==> src/tpm_pkg.sv <==
// Purpose: timer constants
// Assumes: 8-bit port
// Notes: offsets are indices
`default_nettype none
package tpm_pkg;
    localparam logic [3:0] ADDR_CTRL2 = 4'h0;
    localparam logic [3:0] ADDR_CTRL1 = 4'h1;
    localparam logic [3:0] ADDR_FLAGS = 4'h2;
    localparam logic [3:0] ADDR_CAP1_HI = 4'h3;
    localparam logic [3:0] ADDR_CAP1_LO = 4'h4;
    localparam logic [3:0] ADDR_CMP1_HI = 4'h5;
    localparam logic [3:0] ADDR_CMP1_LO = 4'h6;
    localparam logic [3:0] ADDR_CNT_HI = 4'h7;
    localparam logic [3:0] ADDR_CNT_LO = 4'h8;
    localparam logic [3:0] ADDR_CAP2_HI = 4'h9;
    localparam logic [3:0] ADDR_CAP2_LO = 4'hA;
    localparam logic [3:0] ADDR_CMP2_HI = 4'hB;
    localparam logic [3:0] ADDR_CMP2_LO = 4'hC;
    // first control register fields
    localparam int C1_CAP_IRQ_EN = 7;
    localparam int C1_CMP_IRQ_EN = 6;
    localparam int C1_FORCE2 = 4;
    localparam int C1_FORCE1 = 3;
    localparam int C1_PULSE_LVL = 2;
    localparam int C1_EDGE1 = 1;
    localparam int C1_AFTER_LVL = 0;
    // second control register fields
    localparam int C2_PIN1_EN = 7;
    localparam int C2_PIN2_EN = 6;
    localparam int C2_SINGLE_SHOT = 5;
    localparam int C2_PWM = 4;
    localparam int C2_CLK_SEL_HI = 3;
    localparam int C2_CLK_SEL_LO = 2;
    localparam int C2_EDGE2 = 1;
    localparam int C2_EXT_EDGE = 0;
    // flags register fields
    localparam int FL_CAP1 = 7;
    localparam int FL_CMP1 = 6;
    localparam int FL_CAP2 = 4;
    localparam int FL_CMP2 = 3;
    // reset and load values
    localparam logic [7:0] CTRL_RESET = 8'h00;
    localparam logic [15:0] CMP_RESET = 16'h8000;
    localparam logic [15:0] CNT_RESET = 16'hFFFC;
    localparam logic [15:0] CNT_RELOAD = 16'hFFFC;
    localparam logic [15:0] CAP_TRIGGER_VALUE = 16'hFFFD;
    // timer clock selections and division counts
    localparam logic [1:0] CLK_DIV4 = 2'h0;
    localparam logic [1:0] CLK_DIV2 = 2'h1;
    localparam logic [1:0] CLK_DIV8 = 2'h2;
    localparam logic [1:0] CLK_EXT = 2'h3;
    localparam logic [2:0] DIV2_LAST = 3'h1;
    localparam logic [2:0] DIV4_LAST = 3'h3;
    localparam logic [2:0] DIV8_LAST = 3'h7;
    typedef enum logic [1:0] {TPM_NORMAL, TPM_SINGLE_SHOT, TPM_PWM} tpm_mode_e;
endpackage
`default_nettype wire

==> src/tpm_edge.sv <==
// Purpose: pin edge detector
// Assumes: synchronous pin
// Notes: one-cycle pulse
`default_nettype none
module tpm_edge (
    input wire logic core_clk,
    input wire logic rst_n,
    input wire logic pin,
    input wire logic rising_sel,
    output logic edge_pulse
);
    logic pin_prev;
    wire rise = pin & ~pin_prev;
    wire fall = ~pin & pin_prev;

    always_ff @(posedge core_clk) begin
        if (!rst_n) begin
            pin_prev <= 1'b0;
        end else begin
            pin_prev <= pin;
        end
    end

    assign edge_pulse = rising_sel ? rise : fall;
endmodule
`default_nettype wire

==> src/tpm_tick.sv <==
// Purpose: timer tick enable
// Assumes: ext clock below core_clk/4
// Notes: run low freezes prescaler
`default_nettype none
module tpm_tick (
    input wire logic core_clk,
    input wire logic rst_n,
    input wire logic run,
    input wire logic [1:0] clk_sel,
    input wire logic ext_pin,
    input wire logic ext_rising,
    output logic tick
);
    logic [2:0] div_cnt;
    logic ext_edge;
    wire [2:0] div_last = (clk_sel == tpm_pkg::CLK_DIV2) ? tpm_pkg::DIV2_LAST :
                          (clk_sel == tpm_pkg::CLK_DIV8) ? tpm_pkg::DIV8_LAST :
                          tpm_pkg::DIV4_LAST;
    wire use_ext = (clk_sel == tpm_pkg::CLK_EXT);
    wire div_wrap = (div_cnt >= div_last);

    tpm_edge u_ext_edge (
        .core_clk(core_clk),
        .rst_n(rst_n),
        .pin(ext_pin),
        .rising_sel(ext_rising),
        .edge_pulse(ext_edge)
    );

    always_ff @(posedge core_clk) begin
        if (!rst_n) begin
            div_cnt <= 3'h0;
        end else if (run && !use_ext) begin
            div_cnt <= div_wrap ? 3'h0 : div_cnt + 3'h1;
        end
    end

    // one count per period or edge
    assign tick = run & (use_ext ? ext_edge : div_wrap);
endmodule
`default_nettype wire

==> src/tpm_timer.sv <==
// Purpose: 16-bit timer, forced/shot/pwm outputs
// Assumes: read data one cycle after strobe
// Notes: halt_mode stops counting
//
// What this block does
// - force copies level bit, no flag
// - force ignored in special modes
// - shot mode uses channel one
// - trigger: reload, pulse level, flag, FFFDh
// - shot: compare one match ends pulse
// - shot: only compare flag two sets
// - shot: no waveform on second pin
// - both mode bits mean pwm
// - no capture one in special modes
// - trigger flag may interrupt
// - flag clear: status read, low access
// - pwm compare writes wait period end
// - pwm: match one after level, two pulse
// - pwm match two reloads FFFCh
// - width is first minus FFFCh, plus one tick
// - high write inhibits until low write
// - pwm: no compare flags, period flag
// - wait: timer runs, interrupt wakes
// - halt freezes count, resumes held value
// - halt edge armed, captured at exit
//
// Local design decisions: the address map and the address-and-strobe port.
`default_nettype none
module tpm_timer (
    input wire logic core_clk,
    input wire logic rst_n,
    input wire logic [3:0] reg_addr,
    input wire logic [7:0] reg_wdata,
    input wire logic reg_wr,
    input wire logic reg_rd,
    output logic [7:0] reg_rdata,
    input wire logic first_capture_pin,
    input wire logic second_capture_pin,
    input wire logic ext_clk_pin,
    input wire logic halt_mode,
    input wire logic wait_mode,
    output logic first_compare_pin,
    output logic first_compare_pin_oe,
    output logic second_compare_pin,
    output logic second_compare_pin_oe,
    output logic timer_irq
);
    logic [7:0] first_control_register;
    logic [7:0] second_control_register;
    logic [15:0] first_compare_value;
    logic [15:0] second_compare_value;
    logic [15:0] first_compare_active;
    logic [15:0] second_compare_active;
    logic [15:0] first_capture_value;
    logic [15:0] second_capture_value;
    logic [15:0] count;
    logic first_capture_flag;
    logic second_capture_flag;
    logic first_compare_flag;
    logic second_compare_flag;
    logic [3:0] clear_armed;
    logic cmp1_inhibit;
    logic cmp2_inhibit;
    logic halt_prev;
    logic [1:0] halt_cap_armed;
    logic tick;
    logic edge1;
    logic edge2;

    function automatic logic acc(input logic [3:0] a, input logic [3:0] target,
                                 input logic rd, input logic wr);
        acc = (rd | wr) & (a == target);
    endfunction

    // control decode
    wire capture_irq_enable = first_control_register[tpm_pkg::C1_CAP_IRQ_EN];
    wire compare_pin_enable = first_control_register[tpm_pkg::C1_CMP_IRQ_EN];
    wire force1 = first_control_register[tpm_pkg::C1_FORCE1];
    wire force2 = first_control_register[tpm_pkg::C1_FORCE2];
    wire after_level_bit = first_control_register[tpm_pkg::C1_AFTER_LVL];
    wire pulse_level_bit = first_control_register[tpm_pkg::C1_PULSE_LVL];
    wire first_capture_edge_select = first_control_register[tpm_pkg::C1_EDGE1];
    wire first_compare_pin_enable = second_control_register[tpm_pkg::C2_PIN1_EN];
    wire second_compare_pin_enable = second_control_register[tpm_pkg::C2_PIN2_EN];
    wire single_shot_mode_bit = second_control_register[tpm_pkg::C2_SINGLE_SHOT];
    wire pwm_mode_bit = second_control_register[tpm_pkg::C2_PWM];
    wire [1:0] timer_clock_select =
        second_control_register[tpm_pkg::C2_CLK_SEL_HI:tpm_pkg::C2_CLK_SEL_LO];

    tpm_pkg::tpm_mode_e mode;
    assign mode = pwm_mode_bit ? tpm_pkg::TPM_PWM :
                  single_shot_mode_bit ? tpm_pkg::TPM_SINGLE_SHOT : tpm_pkg::TPM_NORMAL;
    wire is_pwm = (mode == tpm_pkg::TPM_PWM);
    wire is_shot = (mode == tpm_pkg::TPM_SINGLE_SHOT);
    wire is_normal = (mode == tpm_pkg::TPM_NORMAL);

    // bus decode
    wire wr_ctrl1 = reg_wr & (reg_addr == tpm_pkg::ADDR_CTRL1);
    wire wr_ctrl2 = reg_wr & (reg_addr == tpm_pkg::ADDR_CTRL2);
    wire wr_c1_hi = reg_wr & (reg_addr == tpm_pkg::ADDR_CMP1_HI);
    wire wr_c1_lo = reg_wr & (reg_addr == tpm_pkg::ADDR_CMP1_LO);
    wire wr_c2_hi = reg_wr & (reg_addr == tpm_pkg::ADDR_CMP2_HI);
    wire wr_c2_lo = reg_wr & (reg_addr == tpm_pkg::ADDR_CMP2_LO);
    wire rd_flags = reg_rd & (reg_addr == tpm_pkg::ADDR_FLAGS);
    wire acc_cap1_lo = acc(reg_addr, tpm_pkg::ADDR_CAP1_LO, reg_rd, reg_wr);
    wire acc_cap2_lo = acc(reg_addr, tpm_pkg::ADDR_CAP2_LO, reg_rd, reg_wr);
    wire acc_cmp1_lo = acc(reg_addr, tpm_pkg::ADDR_CMP1_LO, reg_rd, reg_wr);
    wire acc_cmp2_lo = acc(reg_addr, tpm_pkg::ADDR_CMP2_LO, reg_rd, reg_wr);

    // timer clock and pin edges
    tpm_tick u_tick (
        .core_clk(core_clk),
        .rst_n(rst_n),
        .run(~halt_mode),
        .clk_sel(timer_clock_select),
        .ext_pin(ext_clk_pin),
        .ext_rising(second_control_register[tpm_pkg::C2_EXT_EDGE]),
        .tick(tick)
    );

    tpm_edge u_cap1_edge (
        .core_clk(core_clk),
        .rst_n(rst_n),
        .pin(first_capture_pin),
        .rising_sel(first_capture_edge_select),
        .edge_pulse(edge1)
    );

    tpm_edge u_cap2_edge (
        .core_clk(core_clk),
        .rst_n(rst_n),
        .pin(second_capture_pin),
        .rising_sel(second_control_register[tpm_pkg::C2_EDGE2]),
        .edge_pulse(edge2)
    );

    // pwm uses shadows
    wire [15:0] cmp1_eff = is_pwm ? first_compare_active : first_compare_value;
    wire [15:0] cmp2_eff = is_pwm ? second_compare_active : second_compare_value;
    wire match1 = tick & ~cmp1_inhibit & (count == cmp1_eff);
    wire match2 = tick & ~cmp2_inhibit & (count == cmp2_eff);
    wire shot_trigger = is_shot & edge1 & ~halt_mode;
    wire pwm_period_end = is_pwm & match2;
    wire halt_exit = halt_prev & ~halt_mode;

    // capture events: first pin only in normal mode
    wire cap1_live = is_normal & edge1 & ~halt_mode;
    wire cap1_wake = halt_exit & halt_cap_armed[0];
    wire cap2_live = edge2 & ~halt_mode;
    wire cap2_wake = halt_exit & halt_cap_armed[1];
    wire set_first_capture_flag = cap1_live | cap1_wake | shot_trigger | pwm_period_end;
    wire set_second_capture_flag = cap2_live | cap2_wake;

    // compare flag one in normal only, two in normal or shot; not while forced in normal mode
    wire set_first_compare_flag = is_normal & match1 & ~force1;
    wire set_second_compare_flag = (is_normal & ~force2 | is_shot) & match2;

    wire [3:0] flag_now = {second_compare_flag, first_compare_flag,
                           second_capture_flag, first_capture_flag};
    wire [3:0] clear_acc = {acc_cmp2_lo, acc_cmp1_lo, acc_cap2_lo, acc_cap1_lo};
    wire [3:0] flag_set = {set_second_compare_flag, set_first_compare_flag, set_second_capture_flag, set_first_capture_flag};
    wire [3:0] flag_clear = clear_armed & clear_acc;
    wire [3:0] next_flags = flag_set | (flag_now & ~flag_clear);

    wire [7:0] flags_view = {first_capture_flag, first_compare_flag, 1'b0,
                             second_capture_flag, second_compare_flag, 3'h0};

    logic [7:0] next_rdata;
    always_comb begin
        unique case (reg_addr)
            tpm_pkg::ADDR_CTRL2: next_rdata = second_control_register;
            tpm_pkg::ADDR_CTRL1: next_rdata = first_control_register;
            tpm_pkg::ADDR_FLAGS: next_rdata = flags_view;
            tpm_pkg::ADDR_CAP1_HI: next_rdata = first_capture_value[15:8];
            tpm_pkg::ADDR_CAP1_LO: next_rdata = first_capture_value[7:0];
            tpm_pkg::ADDR_CMP1_HI: next_rdata = first_compare_value[15:8];
            tpm_pkg::ADDR_CMP1_LO: next_rdata = first_compare_value[7:0];
            tpm_pkg::ADDR_CNT_HI: next_rdata = count[15:8];
            tpm_pkg::ADDR_CNT_LO: next_rdata = count[7:0];
            tpm_pkg::ADDR_CAP2_HI: next_rdata = second_capture_value[15:8];
            tpm_pkg::ADDR_CAP2_LO: next_rdata = second_capture_value[7:0];
            tpm_pkg::ADDR_CMP2_HI: next_rdata = second_compare_value[15:8];
            tpm_pkg::ADDR_CMP2_LO: next_rdata = second_compare_value[7:0];
            default: next_rdata = 8'h00;
        endcase
    end

    // counter
    wire [15:0] next_count = (shot_trigger | pwm_period_end) ? tpm_pkg::CNT_RELOAD :
                             tick ? count + 16'h0001 : count;

    // first compare pin level
    logic next_pin1;
    always_comb begin
        next_pin1 = first_compare_pin;
        unique case (mode)
            tpm_pkg::TPM_PWM: begin
                if (match2) begin
                    next_pin1 = pulse_level_bit;
                end else if (match1) begin
                    next_pin1 = after_level_bit;
                end
            end
            tpm_pkg::TPM_SINGLE_SHOT: begin
                if (shot_trigger) begin
                    next_pin1 = pulse_level_bit;
                end else if (match1) begin
                    next_pin1 = after_level_bit;
                end
            end
            tpm_pkg::TPM_NORMAL: begin
                if (force1 || match1) begin
                    next_pin1 = after_level_bit;
                end
            end
        endcase
    end

    // second pin: normal mode only
    wire next_pin2 = (is_normal & (force2 | match2)) ? pulse_level_bit :
                     second_compare_pin;

    always_ff @(posedge core_clk) begin
        if (!rst_n) begin
            first_control_register <= tpm_pkg::CTRL_RESET;
            second_control_register <= tpm_pkg::CTRL_RESET;
        end else begin
            if (wr_ctrl1) begin
                first_control_register <= reg_wdata;
            end
            if (wr_ctrl2) begin
                second_control_register <= reg_wdata;
            end
        end
    end

    always_ff @(posedge core_clk) begin
        if (!rst_n) begin
            first_compare_value <= tpm_pkg::CMP_RESET;
            second_compare_value <= tpm_pkg::CMP_RESET;
            cmp1_inhibit <= 1'b0;
            cmp2_inhibit <= 1'b0;
        end else begin
            if (wr_c1_hi) begin
                first_compare_value[15:8] <= reg_wdata;
            end
            if (wr_c1_lo) begin
                first_compare_value[7:0] <= reg_wdata;
            end
            if (wr_c2_hi) begin
                second_compare_value[15:8] <= reg_wdata;
            end
            if (wr_c2_lo) begin
                second_compare_value[7:0] <= reg_wdata;
            end
            cmp1_inhibit <= wr_c1_hi | (cmp1_inhibit & ~wr_c1_lo);
            cmp2_inhibit <= wr_c2_hi | (cmp2_inhibit & ~wr_c2_lo);
        end
    end

    // shadows track values outside pwm
    always_ff @(posedge core_clk) begin
        if (!rst_n) begin
            first_compare_active <= tpm_pkg::CMP_RESET;
            second_compare_active <= tpm_pkg::CMP_RESET;
        end else if (!is_pwm || pwm_period_end) begin
            first_compare_active <= first_compare_value;
            second_compare_active <= second_compare_value;
        end
    end

    always_ff @(posedge core_clk) begin
        if (!rst_n) begin
            count <= tpm_pkg::CNT_RESET;
        end else begin
            count <= next_count;
        end
    end

    always_ff @(posedge core_clk) begin
        if (!rst_n) begin
            first_capture_value <= 16'h0000;
            second_capture_value <= 16'h0000;
        end else begin
            if (shot_trigger) begin
                first_capture_value <= tpm_pkg::CAP_TRIGGER_VALUE;
            end else if (cap1_live || cap1_wake) begin
                first_capture_value <= count;
            end
            if (cap2_live || cap2_wake) begin
                second_capture_value <= count;
            end
        end
    end

    // two-step clear arming
    always_ff @(posedge core_clk) begin
        if (!rst_n) begin
            clear_armed <= 4'h0;
        end else begin
            clear_armed <= ((rd_flags ? flag_now : 4'h0) | clear_armed) & ~clear_acc;
        end
    end

    always_ff @(posedge core_clk) begin
        if (!rst_n) begin
            {second_compare_flag, first_compare_flag,
             second_capture_flag, first_capture_flag} <= 4'h0;
        end else begin
            {second_compare_flag, first_compare_flag,
             second_capture_flag, first_capture_flag} <= next_flags;
        end
    end

    // halt edges wait for exit
    always_ff @(posedge core_clk) begin
        if (!rst_n) begin
            halt_prev <= 1'b0;
            halt_cap_armed <= 2'h0;
        end else begin
            halt_prev <= halt_mode;
            if (halt_exit) begin
                halt_cap_armed <= 2'h0;
            end else if (halt_mode) begin
                halt_cap_armed <= halt_cap_armed | {edge2, edge1 & is_normal};
            end
        end
    end

    // outputs
    always_ff @(posedge core_clk) begin
        if (!rst_n) begin
            first_compare_pin <= 1'b0;
            second_compare_pin <= 1'b0;
            first_compare_pin_oe <= 1'b0;
            second_compare_pin_oe <= 1'b0;
            reg_rdata <= 8'h00;
            timer_irq <= 1'b0;
        end else begin
            first_compare_pin <= next_pin1;
            second_compare_pin <= next_pin2;
            first_compare_pin_oe <= first_compare_pin_enable;
            second_compare_pin_oe <= second_compare_pin_enable & is_normal;
            reg_rdata <= reg_rd ? next_rdata : 8'h00;
            // wait wake source
            timer_irq <= (capture_irq_enable & (next_flags[0] | next_flags[1])) |
                         (compare_pin_enable & (next_flags[2] | next_flags[3]));
        end
    end

    wire unused_wait = wait_mode;
endmodule
`default_nettype wire

==> config.mk <==
export PLATFORM = sky130hd
export DESIGN_NAME = tpm_timer
export DESIGN_NICKNAME = d
export VERILOG_FILES = /design/src/tpm_pkg.sv /design/src/tpm_edge.sv /design/src/tpm_tick.sv /design/src/tpm_timer.sv
export SDC_FILE = /design/constraint.sdc
export NUM_CORES = 1
export LEC_CHECK = 0
export ABC_AREA = 1
export BUFFER_PORTS_ARGS = -buffer_cell sky130_fd_sc_hd__buf_2
export CELL_PAD_IN_SITES_DETAIL_PLACEMENT = 2
export CELL_PAD_IN_SITES_GLOBAL_PLACEMENT = 2
export CORE_MARGIN = 10
export CORE_UTILIZATION = 38
export CTS_CLUSTER_SIZE = 16
export DETAILED_ROUTE_END_ITERATION = 10
export PLACE_DENSITY = 0.84
export SYNTH_ARGS = -nofsm -noshare
export SYNTH_HDL_FRONTEND = slang
export SYNTH_SLANG_ARGS = --single-unit
==> constraint.sdc <==
create_clock -name core_clk -period 3.3 [get_ports core_clk]
set_input_delay 0.165 -clock core_clk [delete_from_list [all_inputs] [get_ports core_clk]]
set_output_delay 0.165 -clock core_clk [all_outputs]
set_load 0.03 [all_outputs]
# Word level (Yosys, flattened, before mapping)
# Cells that the tools add are included.
# totals
register_bits	160
input_bits	21
out_inout_bits	13
wordCells	164
# op_classes
add_sub_neg	2
magnitude_cmp	1
eq_ne	20
n_mux	20
bitwise_logic	76
n_reduce_logical	14
# ops
operator	count
one-hot mux 8 bit (13 select lines)	1
two-way mux 16 bit	4
AND 1 bit	41
== test 16 bit	2
== test 4 bit, second input constant	5
adder 16 x 1 -> 16 bit, second input constant	1
== test 4 x 3 -> 1 bit, second input constant	4
inverter 1 bit	14
OR 1 bit	13
AND 4 bit	3
two-way mux 1 bit	9
two-way mux 3 bit	3
== test 4 x 2 -> 1 bit, second input constant	2
inverter 4 bit	2
OR 4 bit	2
== test 2 bit, second input constant	3
OR reduction 2 bit	3
== test 2 x 1 -> 1 bit, second input constant	2
== test 4 x 1 -> 1 bit, second input constant	1
logical NOT 4 bit	1
logical OR 1 bit	4
two-way mux 4 bit	1
adder 3 x 1 -> 3 bit, second input constant	1
greater-or-equal comparator 3 bit	1
9 further kinds	10

# Longest topological paths before layout
# logic_depth
depth_word	14
depth_mapped	18
depth_no_buf	15

# By module
# Synthesis repeated with hierarchy kept, for this count alone.
# unflattened
cells_unflattened	1073
hier_area_um2	7544.7
# modules_own_cells
mod	instances	cells_per_inst	area_each_um2	seq_area_each_um2
tpm_timer	1	1011	7143.1	3083.0
tpm_tick	1	35	229.0	60.1
tpm_edge	3	9	57.6	20.0

# Worst setup path before layout
# No wires, ideal clock.
# synth_path
kind	reg-to-reg
start	reg second_control_register[2]
end	reg count[15]
setup_time_ps	127
t_arrival_ps	1849
required_time_ps	3173
path_slack_ps	1324
stages_incl_launch_ff	13
n_path_buf	0
synth_period_minus_slack_ps	1976
path_cell_list	dfxtp_1 > inv_1 > nand2_1 > ha_1 > nand3_1 > nand4_1 > nand3_1 > nor2_1 > nand2_1 > nor2_1 > nand3_1 > o21ai_0 > nand3_1
# synth_via
elab_chain_len	11
elab_cells_between_ends	13
cone_classes	1 x order compare; 3 x eq/ne; 3 x mux; 5 x bitwise; 1 x reduce/logical
# synth_rtl
item	line_no	rtl
from (decl)	tpm_timer.sv:49	logic [7:0] second_control_register;
from (signal assigned)	tpm_timer.sv:226	second_control_register <= tpm_pkg::CTRL_RESET;
from (signal assigned)	tpm_timer.sv:232	second_control_register <= reg_wdata;
== test 2 bit	tpm_tick.sv:17	(clk_sel == tpm_pkg::CLK_DIV8) ? tpm_pkg::DIV8_LAST :
two-way mux 3 bit	tpm_tick.sv:17	
two-way mux 3 bit	tpm_tick.sv:16	wire [2:0] div_last = (clk_sel == tpm_pkg::CLK_DIV2) ? tpm_pkg::DIV2_LAST :
greater-or-equal comparator 3 bit	tpm_tick.sv:20	wire div_wrap = (div_cnt >= div_last);
two-way mux 1 bit (*)	tpm_tick.sv:39	assign tick = run & (use_ext ? ext_edge : div_wrap);
AND 1 bit (*)	tpm_tick.sv:39	
AND 1 bit (2 in series)	tpm_timer.sv:141	wire match2 = tick & ~cmp2_inhibit & (count == cmp2_eff);
AND 1 bit	tpm_timer.sv:143	wire pwm_period_end = is_pwm & match2;
OR 1 bit	tpm_timer.sv:189	wire [15:0] next_count = (shot_trigger | pwm_period_end) ? tpm_pkg::CNT_RELOAD :
OR reduction 2 bit (no line)	-	
to (signal assigned)	tpm_timer.sv:274	count <= tpm_pkg::CNT_RESET;
to (signal assigned)	tpm_timer.sv:276	count <= next_count;
to (decl)	tpm_timer.sv:56	logic [15:0] count;
# Mark *: on every way between the ends. The rest lies on a longest branch, timed or not.
# A chain may end at the register's enable or synchronous reset.

# Worst setup path after layout
# layout_path
start	reg second_control_register[2]
end	reg count[6]
# The elaborated chain is that of the path after synthesis.

==> flow_metrics.tcl <==
set metrics [dict create \
    yosysWarnings 0 \
    hpwl_um 23200 \
    netlist_top_cells_area "dfxtp_1, nand2_1, a21oi_1" \
    numPortBuffers 32 \
    critPathKind "register to register" \
    min_period_ns 2.88 \
    grt_start_max_net_pins 58 \
    yosysSeqAreaShare_pct 42.3 \
    yosysTopAreaCell "dfxtp_1" \
    grt_pass1_vias 8508 \
    grt_antenna_before_repair 0 \
    drtAntennaViolNets 0 \
    wire_per_inst_um 24.2 \
    syn_avg_cell_area_um2 6.92 \
    route.detailed.vias_per_inst 5.76 \
    wirelength_um 33800 \
    cp-end-kind "register" \
    grt.overflow.total 0 \
    first_pass_iters 5 \
    async_flop_share_pct 0 \
    grtUsageTotal_pct 25.9 \
    synth_cells 1093 \
    status "completed" \
    root_buffer "clkbuf_16" \
    worstRegToRegCells 12 \
    path_cells "inv_1 -> nand2_1 -> ha_1 -> nand3_1 -> nand4_1 -> nand3_1 -> nor2_1 -> nand4_1 -> nand2_1 -> nor2_2 -> nand3_1 -> nand2_1" \
    rsz0062_at_grt "no" \
    gp_congestion 0.911 \
    postCtsHoldBufs 3 \
    finalHoldViolations 0 \
    via_count 8060 \
    synth_top_area_share_pct 42.3 \
    start_util_pct 38.8 \
    worst_slack_ns 0.417 \
    critPathRequiredTime_ns 3.69 \
    clock_latency_ns 0.46 \
    ys_ff_latch 160 \
    fin_crit_sh_pct 87.4 \
    drtIter0Drc 590 \
    slew_headroom_pct 39.3 \
    timing_worst_slew_pin_value_ns 0.908 \
    dp_slack_ns 0.554 \
    powerDensity_mw_per_mm2 523 \
    die_w_um 161 \
    slew_violations 0 \
    rows 51 \
    die_area_mm2 0.0260 \
    setup_violations 0 \
    syn2layout_area_growth_pct 13.7 \
    hold_path.class "input port to register" \
    synth_nets 1118 \
    netlist_area_mm2 0.00757 \
    core_mm2 0.0195 \
    ys.flop_type "dfxtp_1" \
    max_stage_delay_ns 0.59 \
    critPathLaunchType "register" \
    antenna_cells 0 \
    clock-sinks 160 \
    fin_skew_ns 0.0146 \
    path_clk_slew_ns 0.08 \
    arrival_ns 3.27 \
    p_leak_nw 3.73 \
    worstPathMaxFanout 16 \
    crit_slowest_cell "nor2_2" \
    die_h_um 161 \
    drcViolationCount 0 \
    max_freq_mhz 347 \
    htreeDepth 4 \
    io_pins 34 \
    drive_gt1_share_pct 9.08 \
    cts_tree "yes" \
    clock_path_buffers 2 \
    cts_post_setup_buffers_inserted 0 \
    total_power_mw 4.50 \
    setup_tns_ns 0 \
    layout.nets 1146 \
    drv_cap 0 \
    vdd.ir_drop.worst_mv 0.337 \
    synth-edff-count 0 \
    cts_resized 0 \
    grt_pass1_wl_um 51700 \
    min_path_cells 3 \
    synth_cell_types 37 \
    cts_buffers 17 \
]
-- cells by family after synthesis --
group | count (synthesis) | synth area share (%)
compound gates | 289 | 21.0
xor+xnor | 6 | 0.694
fa+ha+maj | 4 | 0.661
buf+inv | 183 | 10.6
flops | 160 | 42.3
simple gates | 451 | 24.7
-- state kept, by name (all words and copies together) (netlist names), 2 cells and up --
name                     cells
count                       16
first_control_register       8
u_tick.div_cnt               3
halt_cap_armed               2
first_capture_value         16
second_compare_value        16
first_compare_active        16
clear_armed                  4
first_compare_value         16
second_capture_value        16
second_compare_active       16
reg_rdata                    8
second_control_register      8
-- where the power goes --
| part | total, mW | internal, mW | switching [mW] | leakage, nW |
|---|---|---|---|---|
| sequential | 2.02 | 1.98 | 0.0364 | 1.30 |
| clock | 2.14 | 1.20 | 0.937 | 0.286 |
| combinational | 0.337 | 0.0907 | 0.246 | 2.15 |
| total | 4.50 | 3.28 | 1.22 | 3.73 |
-- worst paths after layout --
| path | from | slack (ns) | to |
|---|---|---|---|
| min | halt_mode | 0.01 | halt_prev$_SDFF_PN0_ |
| max reg2reg | second_control_register[2]$_SDFFE_PN0P_ | 0.42 | count[6]$_SDFFE_PP1N_ |
| max | second_control_register[2]$_SDFFE_PN0P_ | 0.42 | count[6]$_SDFFE_PP1N_ |
| min reg2reg | first_compare_active[15]$_SDFFE_PN1P_ | 0.46 | first_compare_active[15]$_SDFFE_PN1P_ |
-- Yosys cell counts (8+ instances only) --
cell type / count
o21ai_0: 107
buf_6: 13
nor2_1: 91
nor3_1: 13
o22ai_1: 26
a211oi_1: 8
a221oi_1: 14
nand3_1: 73
dfxtp_1: 160
clkbuf_1: 27
a21oi_1: 118
nand2_1: 254
inv_1: 134
-- cell type report --
cell class / count / area, um2
clock buffers: 18 / 429
clock inverters: 14 / 180
fillers: 2338 / 10900
inverters: 136 / 518
multi-input cells: 750 / 3570
flip-flops and latches: 160 / 3200
well taps: 265 / 332
repair buffers: 56 / 373
-- stage by stage --
stage                     util [%]  hold WS [ns]  cell area [um2]  instances
after floorplan                  -         0.258             7570       1093
after global placement        40.8         0.361             7970       1364
after detailed placement      40.8         0.383             7970       1364
after CTS                     44.1       0.00775             8600       1399
after global routing          44.1        0.0358             8600       1399
final                         44.1        0.0101             8600       1399
-- placed cells by master, fill, tap and decap left out, types with 13 or more instances in the layout --
master,Yosys,layout
nand2_1,254,254
dfxtp_1,160,159
inv_1,134,134
a21oi_1,118,118
o21ai_0,107,107
nor2_1,91,91
nand3_1,73,73
buf_2,3,32
o22ai_1,26,26
buf_4,2,19
clkbuf_16,0,17
a221oi_1,14,14
nor3_1,13,13
-- critical path, delay by kind of cell (launching register included) --
kind          cells  cell delay [ns]
flops             1             0.33
simple gates     10             2.00
buf+inv           1             0.15
fa+ha+maj         1             0.32
-- routing by layer --
| layer | track usage (%) | share of wire [%] | wire length [um] |
|---|---|---|---|
| met1 | 33.4 | 44 | 14900 |
| met2 | 42.4 | 47 | 15900 |
| met3 | 5.08 | 6.4 | 2160 |
| met4 | 8.56 | 2.4 | 825 |
| met5 | 0 | 0 | 0 |
Power figures use the tool's default switching activity.
